**src/logic/tls_pkg.sv**
```systemverilog
/*
  Shared constants, carriers and helpers for the torque limit selector.
  Assumes one 10 MHz control clock and an APB master with 32-bit data.
*/
// What this block does
// - Each stored limit accepts 0 to 300 percent of rated torque and resets to the top of range.
// - A drive and motor pairing may cap the highest allowed limit below 300 percent.
// - Selection 1 puts the first limit on both directions, selection 2 splits first and second.
// - Selection 3 swaps a direction to the second limit while that direction's request is active.
// - Selection 4 uses first and second limits, in speed control taking the smaller network value.
// - Selection 5 does the same as 4 only while the direction's request is active.
// - With feed-forward, selections 1 to 3 act only in speed control and 4 and 5 never act.
// - The forward request is the OR of the connector pin and the network flag.
package tls_pkg;
  localparam int LIM_W = 9;
  localparam int TQ_W = 12;
  localparam int ADDR_W = 8;
  localparam int DATA_W = 32;
  localparam logic [LIM_W-1:0] PCT_CEIL = 9'h12C;

  localparam logic [ADDR_W-1:0] OFF_CTRL = 8'h00;
  localparam logic [ADDR_W-1:0] OFF_LIMIT1 = 8'h04;
  localparam logic [ADDR_W-1:0] OFF_LIMIT2 = 8'h08;
  localparam logic [ADDR_W-1:0] OFF_CAP = 8'h0C;
  localparam logic [ADDR_W-1:0] OFF_STATUS = 8'h10;

  localparam int CTRL_SEL_LSB = 0;
  localparam int CTRL_MODE_LSB = 4;
  localparam int CTRL_FF_BIT = 8;
  localparam int STAT_REV_LSB = 16;
  localparam int STAT_FREQ_BIT = 28;
  localparam int STAT_RREQ_BIT = 29;

  localparam logic [2:0] SEL_BOTH_FIRST = 3'h1;
  localparam logic [2:0] SEL_SPLIT = 3'h2;
  localparam logic [2:0] SEL_REQ_SWITCH = 3'h3;
  localparam logic [2:0] SEL_NET_MIN = 3'h4;
  localparam logic [2:0] SEL_REQ_NET_MIN = 3'h5;
  localparam logic [2:0] SEL_RST = SEL_BOTH_FIRST;

  typedef enum logic [1:0] {
    MODE_POS = 2'h0,
    MODE_SPD = 2'h1,
    MODE_TRQ = 2'h2
  } tls_mode_e;
  localparam tls_mode_e MODE_RST = MODE_POS;

  typedef struct packed {
    logic psel;
    logic penable;
    logic pwrite;
    logic [ADDR_W-1:0] paddr;
    logic [DATA_W-1:0] pwdata;
  } tls_apb_req_s;

  typedef struct packed {
    logic [DATA_W-1:0] prdata;
    logic pready;
    logic pslverr;
  } tls_apb_rsp_s;

  typedef struct packed {
    logic fwd_flag;
    logic rev_flag;
    logic [LIM_W-1:0] value1;
    logic [LIM_W-1:0] value2;
  } tls_net_opt_s;

  typedef struct packed {
    logic [2:0] sel;
    tls_mode_e mode;
    logic ff_en;
    logic [LIM_W-1:0] lim1;
    logic [LIM_W-1:0] lim2;
    logic fwd_pin_s1;
    logic fwd_pin_s2;
    logic rev_pin_s1;
    logic rev_pin_s2;
    logic fwd_req;
    logic rev_req;
    logic [LIM_W-1:0] fwd_lim;
    logic [LIM_W-1:0] rev_lim;
    logic signed [TQ_W-1:0] torque;
    tls_apb_rsp_s rsp;
  } tls_state_s;

  // Out of range writes saturate instead of wrapping
  function automatic logic [LIM_W-1:0] tls_sat_pct(input logic [DATA_W-1:0] val,
                                                   input logic [LIM_W-1:0] cap);
    if (val > {{(DATA_W-LIM_W){1'b0}}, cap}) begin
      return cap;
    end
    return val[LIM_W-1:0];
  endfunction : tls_sat_pct
endpackage : tls_pkg

```
**src/logic/tls_top.sv**
```systemverilog
/*
  Torque limit selector: APB registers, request pins, limit choice and clamp.
  Assumes network option fields arrive on clk_sys_i; connector pins are async.
*/
`timescale 1ns/100ps
module tls_top #(
  parameter logic [tls_pkg::LIM_W-1:0] PAIR_MAX_PCT = tls_pkg::PCT_CEIL
) (
  input wire logic clk_sys_i,
  input wire logic srst_i,
  input wire tls_pkg::tls_apb_req_s apb_req_i,
  output tls_pkg::tls_apb_rsp_s apb_rsp_o,
  input wire logic fwd_pin_i,
  input wire logic rev_pin_i,
  input wire tls_pkg::tls_net_opt_s net_opt_i,
  input wire logic signed [tls_pkg::TQ_W-1:0] torque_cmd_i,
  output logic signed [tls_pkg::TQ_W-1:0] torque_cmd_o,
  output logic [tls_pkg::LIM_W-1:0] fwd_limit_o,
  output logic [tls_pkg::LIM_W-1:0] rev_limit_o,
  output logic fwd_active_o,
  output logic rev_active_o
);
  import tls_pkg::*;

  // Pairing cap can never exceed the general ceiling
  localparam logic [LIM_W-1:0] CAP = (PAIR_MAX_PCT < PCT_CEIL) ? PAIR_MAX_PCT : PCT_CEIL;

  tls_state_s st_reg;
  tls_state_s st_next;
  logic [LIM_W-1:0] fwd_pick;
  logic [LIM_W-1:0] rev_pick;
  logic signed [TQ_W-1:0] pos_bound;
  logic signed [TQ_W-1:0] neg_bound;
  logic setup;
  logic mapped;
  logic wr_take;
  logic [DATA_W-1:0] rd_word;

  tls_dir_limit #(
    .REVERSE(1'b0)
  ) u_fwd (
    .sel_i(st_reg.sel),
    .mode_i(st_reg.mode),
    .ff_en_i(st_reg.ff_en),
    .lim1_i(st_reg.lim1),
    .lim2_i(st_reg.lim2),
    .req_i(st_reg.fwd_req),
    .net_value_i(net_opt_i.value1),
    .cap_i(CAP),
    .limit_o(fwd_pick)
  );

  tls_dir_limit #(
    .REVERSE(1'b1)
  ) u_rev (
    .sel_i(st_reg.sel),
    .mode_i(st_reg.mode),
    .ff_en_i(st_reg.ff_en),
    .lim1_i(st_reg.lim1),
    .lim2_i(st_reg.lim2),
    .req_i(st_reg.rev_req),
    .net_value_i(net_opt_i.value2),
    .cap_i(CAP),
    .limit_o(rev_pick)
  );

  always_comb begin
    st_next = st_reg;

    st_next.fwd_pin_s1 = fwd_pin_i;
    st_next.fwd_pin_s2 = st_reg.fwd_pin_s1;
    st_next.rev_pin_s1 = rev_pin_i;
    st_next.rev_pin_s2 = st_reg.rev_pin_s1;
    st_next.fwd_req = st_reg.fwd_pin_s2 | net_opt_i.fwd_flag;
    st_next.rev_req = st_reg.rev_pin_s2 | net_opt_i.rev_flag;

    st_next.fwd_lim = fwd_pick;
    st_next.rev_lim = rev_pick;

    // Clamp against the limits already registered, one cycle of latency
    pos_bound = signed'({{(TQ_W-LIM_W){1'b0}}, st_reg.fwd_lim});
    neg_bound = -signed'({{(TQ_W-LIM_W){1'b0}}, st_reg.rev_lim});
    if (torque_cmd_i > pos_bound) begin
      st_next.torque = pos_bound;
    end else if (torque_cmd_i < neg_bound) begin
      st_next.torque = neg_bound;
    end else begin
      st_next.torque = torque_cmd_i;
    end

    setup = apb_req_i.psel && !apb_req_i.penable;
    mapped = (apb_req_i.paddr == OFF_CTRL) || (apb_req_i.paddr == OFF_LIMIT1) ||
             (apb_req_i.paddr == OFF_LIMIT2) || (apb_req_i.paddr == OFF_CAP) ||
             (apb_req_i.paddr == OFF_STATUS);
    rd_word = '0;
    unique case (apb_req_i.paddr)
      OFF_CTRL: begin
        rd_word[CTRL_SEL_LSB +: 3] = st_reg.sel;
        rd_word[CTRL_MODE_LSB +: 2] = st_reg.mode;
        rd_word[CTRL_FF_BIT] = st_reg.ff_en;
      end
      OFF_LIMIT1: rd_word[LIM_W-1:0] = st_reg.lim1;
      OFF_LIMIT2: rd_word[LIM_W-1:0] = st_reg.lim2;
      OFF_CAP: rd_word[LIM_W-1:0] = CAP;
      OFF_STATUS: begin
        rd_word[LIM_W-1:0] = st_reg.fwd_lim;
        rd_word[STAT_REV_LSB +: LIM_W] = st_reg.rev_lim;
        rd_word[STAT_FREQ_BIT] = st_reg.fwd_req;
        rd_word[STAT_RREQ_BIT] = st_reg.rev_req;
      end
      default: rd_word = '0;
    endcase
    // Zero wait state: pready rises in the first access cycle
    st_next.rsp.pready = setup;
    st_next.rsp.pslverr = setup && !mapped;
    st_next.rsp.prdata = (setup && !apb_req_i.pwrite) ? rd_word : '0;

    wr_take = apb_req_i.psel && apb_req_i.penable && apb_req_i.pwrite &&
              st_reg.rsp.pready && !st_reg.rsp.pslverr;
    if (wr_take) begin
      unique case (apb_req_i.paddr)
        OFF_CTRL: begin
          st_next.sel = apb_req_i.pwdata[CTRL_SEL_LSB +: 3];
          // Unused mode code falls back to position control
          st_next.mode = (apb_req_i.pwdata[CTRL_MODE_LSB +: 2] == 2'h3) ? MODE_POS :
                         tls_mode_e'(apb_req_i.pwdata[CTRL_MODE_LSB +: 2]);
          st_next.ff_en = apb_req_i.pwdata[CTRL_FF_BIT];
        end
        OFF_LIMIT1: st_next.lim1 = tls_sat_pct(apb_req_i.pwdata, CAP);
        OFF_LIMIT2: st_next.lim2 = tls_sat_pct(apb_req_i.pwdata, CAP);
        default: st_next.sel = st_reg.sel;
      endcase
    end
  end

  always_ff @(posedge clk_sys_i) begin
    if (srst_i) begin
      st_reg <= '0;
      st_reg.sel <= SEL_RST;
      st_reg.mode <= MODE_RST;
      st_reg.lim1 <= CAP;
      st_reg.lim2 <= CAP;
      st_reg.fwd_lim <= CAP;
      st_reg.rev_lim <= CAP;
    end else begin
      st_reg <= st_next;
    end
  end

  assign apb_rsp_o = st_reg.rsp;
  assign torque_cmd_o = st_reg.torque;
  assign fwd_limit_o = st_reg.fwd_lim;
  assign rev_limit_o = st_reg.rev_lim;
  assign fwd_active_o = st_reg.fwd_req;
  assign rev_active_o = st_reg.rev_req;

  // Smaller of two percentages, shared by the minimum checks below
  function automatic logic [LIM_W-1:0] tls_min_pct(input logic [LIM_W-1:0] a,
                                                   input logic [LIM_W-1:0] b);
    return (a < b) ? a : b;
  endfunction : tls_min_pct
endmodule : tls_top

```
**src/logic/tls_dir_limit.sv**
```systemverilog
/*
  Limit choice for one torque direction from the selection and its sources.
  Assumes stored limits are already within the pairing cap.
*/
`timescale 1ns/100ps
module tls_dir_limit #(
  parameter bit REVERSE = 1'b0
) (
  input wire logic [2:0] sel_i,
  input wire tls_pkg::tls_mode_e mode_i,
  input wire logic ff_en_i,
  input wire logic [tls_pkg::LIM_W-1:0] lim1_i,
  input wire logic [tls_pkg::LIM_W-1:0] lim2_i,
  input wire logic req_i,
  input wire logic [tls_pkg::LIM_W-1:0] net_value_i,
  input wire logic [tls_pkg::LIM_W-1:0] cap_i,
  output logic [tls_pkg::LIM_W-1:0] limit_o
);
  import tls_pkg::*;

  logic [LIM_W-1:0] stored;
  logic [LIM_W-1:0] net_min;
  logic speed;
  logic honoured;

  always_comb begin
    stored = REVERSE ? lim2_i : lim1_i;
    net_min = (net_value_i < stored) ? net_value_i : stored;
    speed = (mode_i == MODE_SPD);
    honoured = !ff_en_i || (speed && (sel_i >= SEL_BOTH_FIRST) && (sel_i <= SEL_REQ_SWITCH));
    case (sel_i)
      SEL_BOTH_FIRST: limit_o = lim1_i;
      SEL_SPLIT: limit_o = stored;
      SEL_REQ_SWITCH: limit_o = req_i ? lim2_i : lim1_i;
      SEL_NET_MIN: limit_o = speed ? net_min : stored;
      SEL_REQ_NET_MIN: limit_o = (speed && req_i) ? net_min : stored;
      default: limit_o = cap_i;
    endcase
    // A disabled selection leaves only the pairing ceiling in force
    if (!honoured) begin
      limit_o = cap_i;
    end
  end
endmodule : tls_dir_limit

```
**config.mk**
```make
export PLATFORM = sky130hd
export DESIGN_NAME = tls_top
export DESIGN_NICKNAME = d
export VERILOG_FILES = /design/src/logic/tls_pkg.sv /design/src/logic/tls_top.sv /design/src/logic/tls_dir_limit.sv
export SDC_FILE = /design/constraint.sdc
export NUM_CORES = 1
export LEC_CHECK = 0
export BUFFER_PORTS_ARGS = -buffer_cell sky130_fd_sc_hd__buf_2
export CAP_MARGIN = 25
export CORE_MARGIN = 1.5
export CORE_UTILIZATION = 38
export CTS_CLUSTER_DIAMETER = 50
export DETAILED_ROUTE_END_ITERATION = 7
export REMOVE_ABC_BUFFERS = 1
export SYNTH_ARGS = -nofsm -noshare
export SYNTH_HDL_FRONTEND = slang
export SYNTH_HIERARCHICAL = 1
export SYNTH_SLANG_ARGS = --single-unit
```
**constraint.sdc**
```tcl
create_clock -name clk_sys_i -period 3.8 [get_ports clk_sys_i]
set_clock_uncertainty 0.2 [all_clocks]
set_input_delay 0.57 -clock clk_sys_i [delete_from_list [all_inputs] [get_ports clk_sys_i]]
set_output_delay 0.57 -clock clk_sys_i [all_outputs]
set_load 0.01 [all_outputs]
```
==> impl_results.md <==
* Status: complete, no violations
* Area share of fa/ha/maj cells after synthesis at 0.0790
* Hold Startpoint: fwd_pin_i
* Slew margin rel. at 0.392
* Placer Congestion at around 0.88
* Post-DP HPWL at 12600 um
* Core ar. at roughly 15000 um^2
* Simple-gate share of the synthesized area at 0.205
* PD cells at between 200 and 300 nW/um^2
* Share of layout cells above drive strength 1 at 0.277
* WP data required at approximately 3.9 ns
* Starting Density at 0.387
* Final-stage net count at around 900
* Mapped cell area at approximately 5900 um^2
* First-pass GRT wire length at 25900 um
* DRC violations left at 0
* Sequential cell area fraction in the yosys report at 0.280
* Ports at around 150
* P&R area growth vs syn at 12.9%
* Die area at ~16000 um^2
* Port buffer count at approximately 130
* Ant. Diodes at 0
* Clock tree buffer depth at 2
* Setup bufs post-CTS at 0
* Post-synthesis mux area share at 0.0781
* Largest cells by area after synthesis: dfxtp_1 28%, buf_4 8.6%, ha_1 7.9%, mux2_2 3.8%, nand2_1 3.8%
* Synthesis-stage register bit count at 82
* Worst Setup Path Type: flip-flop to flip-flop
* Initial antenna violation count at 0
* Post-Syn Instances at ~690
* Total wire length at between 15000 and 20000 um
* Vias per Instance at 5.44
* WP data arrival at roughly 3.6 ns
* Max FFs per register at 26
* Total GRT Usage at 0.207
* Area share of the largest cell type after synthesis at 0.280
* Die Ht at 127 um
* Peak Freq at 0.280 GHz
* Iteration count of the initial detailed-routing pass at 5
* Setup_tns at 0 ns
* GRT Residual Overflow at 0
* Reg-to-reg startpoint: rev_limit_o[4]$_SDFF_PP0_
* Most common flop cell mapped by yosys: dfxtp_1
* Fraction of registers with async set/reset at 0
* Vias in the first global route at ~4.9k
* CTS resizes at 0
* Worst-path maximum fanout at 14
* Pin count of the biggest net entering global routing at 38
* CTS root buffer: clkbuf_16
* Cell accounting for the most synthesized area: dfxtp_1
* Wirelength per Cell at 16.9 um
* Crit. Startpoint: rev_limit_o[4]$_SDFF_PP0_
* Syn. warnings at 6
* Cells after DPL at ~970
* Total of max-cap violations at 0
* LEAKAGE at 2.99 nW
* Fin. max-slew vios at 0
* H-tree Lvls at 3
* # hold bufs at CTS at 0
* Final antenna-violating net count at 0
* Clock-pin slew on the worst setup and hold paths at 0.06 ns
* Synth Area in Compound Gates at 0.203
* Hold WC Path Type: primary input to flip-flop
* Unique masters post-synth at 76
* Peak supply drop at between 200 and 250 uV
* TritonCTS clock tree: yes
* Worst slew pin tran at a little over 0.9 ns
* Largest family of logic cells by synthesized area: simple AND/OR/NAND/NOR gates
* Via count at roughly 5.3k
* Number of hold violations in the final report at 0
* CP Launch Type: flip-flop
* DR iter-0 viols at between 300 and 400
* Final worst path period share at 0.939
* TritonCTS Sinks at roughly 80
* Period minus WS final at around 3.6 ns
* Number of CTS-inserted buffers at 9
* Synth Area in XOR/XNOR at 0.0105
* Final setup viols at 0
* Clock Latency Late Sink at about 0.35 ns
* Number of flops mapped to enable cells by yosys at 0
* Die width at about 130 um
* Non-Filler Instances at slightly below 1k
* Syn Area/Cell at ~8.5 um^2
* RSZ-0062 raised after global routing: false
* CP Capture Type: flip-flop
* Row count at 45
==> cells in the mapped netlist (all sizes together) (8+ instances only) <==
library cell,number
dfxtp,82
buf,79
nand2,61
inv,47
nor2,41
a21oi,39
ha,37
mux2,24
nand3,23
mux2i,18
and2,16
nor2b,16
o211ai,16
clkbuf,14
a21o,12
or2,11
a221oi,10
nor4,10
o311ai,10
a211oi,9
a22oi,9
nor3,9
o22ai,9
a222oi,8
o21ai,8
o22a,8
==> layout make-up <==
cell class / instances / area [um^2]
tap: 188 / 235
fill: 1560 / 8530
multi-input combinational: 504 / 3530
sequential: 82 / 1640
clock inverter: 3 / 42.5
inverter: 47 / 176
timing repair buffer: 144 / 763
clock buffer: 11 / 233
==> placed cells by master (no fill, tap or decap), types with 3 or more instances in the layout <==
master and n:
buf_2 132, dfxtp_1 82, nand2_1 59, inv_1 46
nor2_1 41, conb_1 39, a21oi_1 38, ha_1 37
nand3_1 21, mux2_2 20, mux2i_1 17, and2_1 16
nor2b_1 16, o211ai_1 16, a21o_1 11, buf_4 11
or2_2 9, a221oi_1 9, o22ai_1 9, clkbuf_16 9
a22oi_1 9, o311ai_1 9, nor3_1 8, a222oi_1 8
nor4_1 7, o21ai_0 7, o22a_2 7, nand4b_1 7
xor2_1 6, a211o_1 6, a211oi_1 6, nand4_1 5
nor3b_1 4, or3_1 3, a211oi_2 3, o21a_1 3
mux2_1 3
==> layer usage <==
| layer | track usage | vias up | routed length (um) |
|---|---|---|---|
| met2 | 0.336 | 210 | 7510 |
| met3 | 0.0389 | 28 | 976 |
| met1 | 0.274 | 2508 | 7650 |
| met5 | 0 | - | 0 |
| li1 | - | 2578 | - |
| met4 | 0.0742 | 0 | 431 |
==> power breakdown <==
| group | switching, W | leakage [nW] | internal [W] | total [W] |
|---|---|---|---|---|
| Combinational | 0.0000999 | 2.20 | 0.0000779 | 0.000178 |
| Clock | 0.000338 | 0.131 | 0.000501 | 0.000839 |
| Sequential | 0.00000696 | 0.666 | 0.000874 | 0.000881 |
==> cells by family (layout without fill, tap and decap cells) <==
| family | Yosys count | after routing |
|---|---|---|
| AND/OR/NAND/NOR | 221 | 221 |
| adder cells (fa/ha/maj) | 37 | 37 |
| multiplexers | 42 | 42 |
| XOR/XNOR | 7 | 7 |
| other | 2 | 39 |
| flip-flops | 82 | 82 |
| buffers and inverters | 140 | 205 |
| AO/OA/AOI/OAI | 158 | 158 |
==> per-stage QoR <==
step | hold slack (ns) | utilization | setup WS, ns | area (um^2) | total power [W]
floorplan | 0.211 | - | 0.151 | 5340 | 0.000977
global route | 0.227 | 0.437 | 0.000921 | 6620 | 0.00198
detailed placement | 0.220 | 0.418 | 0.138 | 6340 | 0.00108
CTS | 0.219 | 0.437 | 0.128 | 6610 | 0.00192
global placement | 0.221 | 0.418 | 0.227 | 6340 | 0.00108
finish | 0.228 | 0.437 | 0.232 | 6620 | 0.00190
==> worst paths after layout <==
kind	slack [ns]	depth (start not counted)	end
min reg2reg	0.23	2	rev_active_o$_SDFF_PP0_
min	0.23	2	st_next[68]$_SDFF_PP0_
max	0.23	12	torque_cmd_o[4]$_SDFF_PP0_
max reg2reg	0.23	12	torque_cmd_o[4]$_SDFF_PP0_
==> critical path, stage by stage, from the launching register on <==
cell and delay, ns:
dfxtp_1 0.35, or4_1 0.58, or3_4 0.37, nor2_1 0.12, xor2_1 0.10, ha_1 0.28
and4_1 0.19, nand3_1 0.12, o31ai_2 0.24, mux2i_2 0.31, buf_12 0.18, mux2_2 0.33
o22ai_1 0.11
No activity file was read; power rests on OpenSTA's default activity.
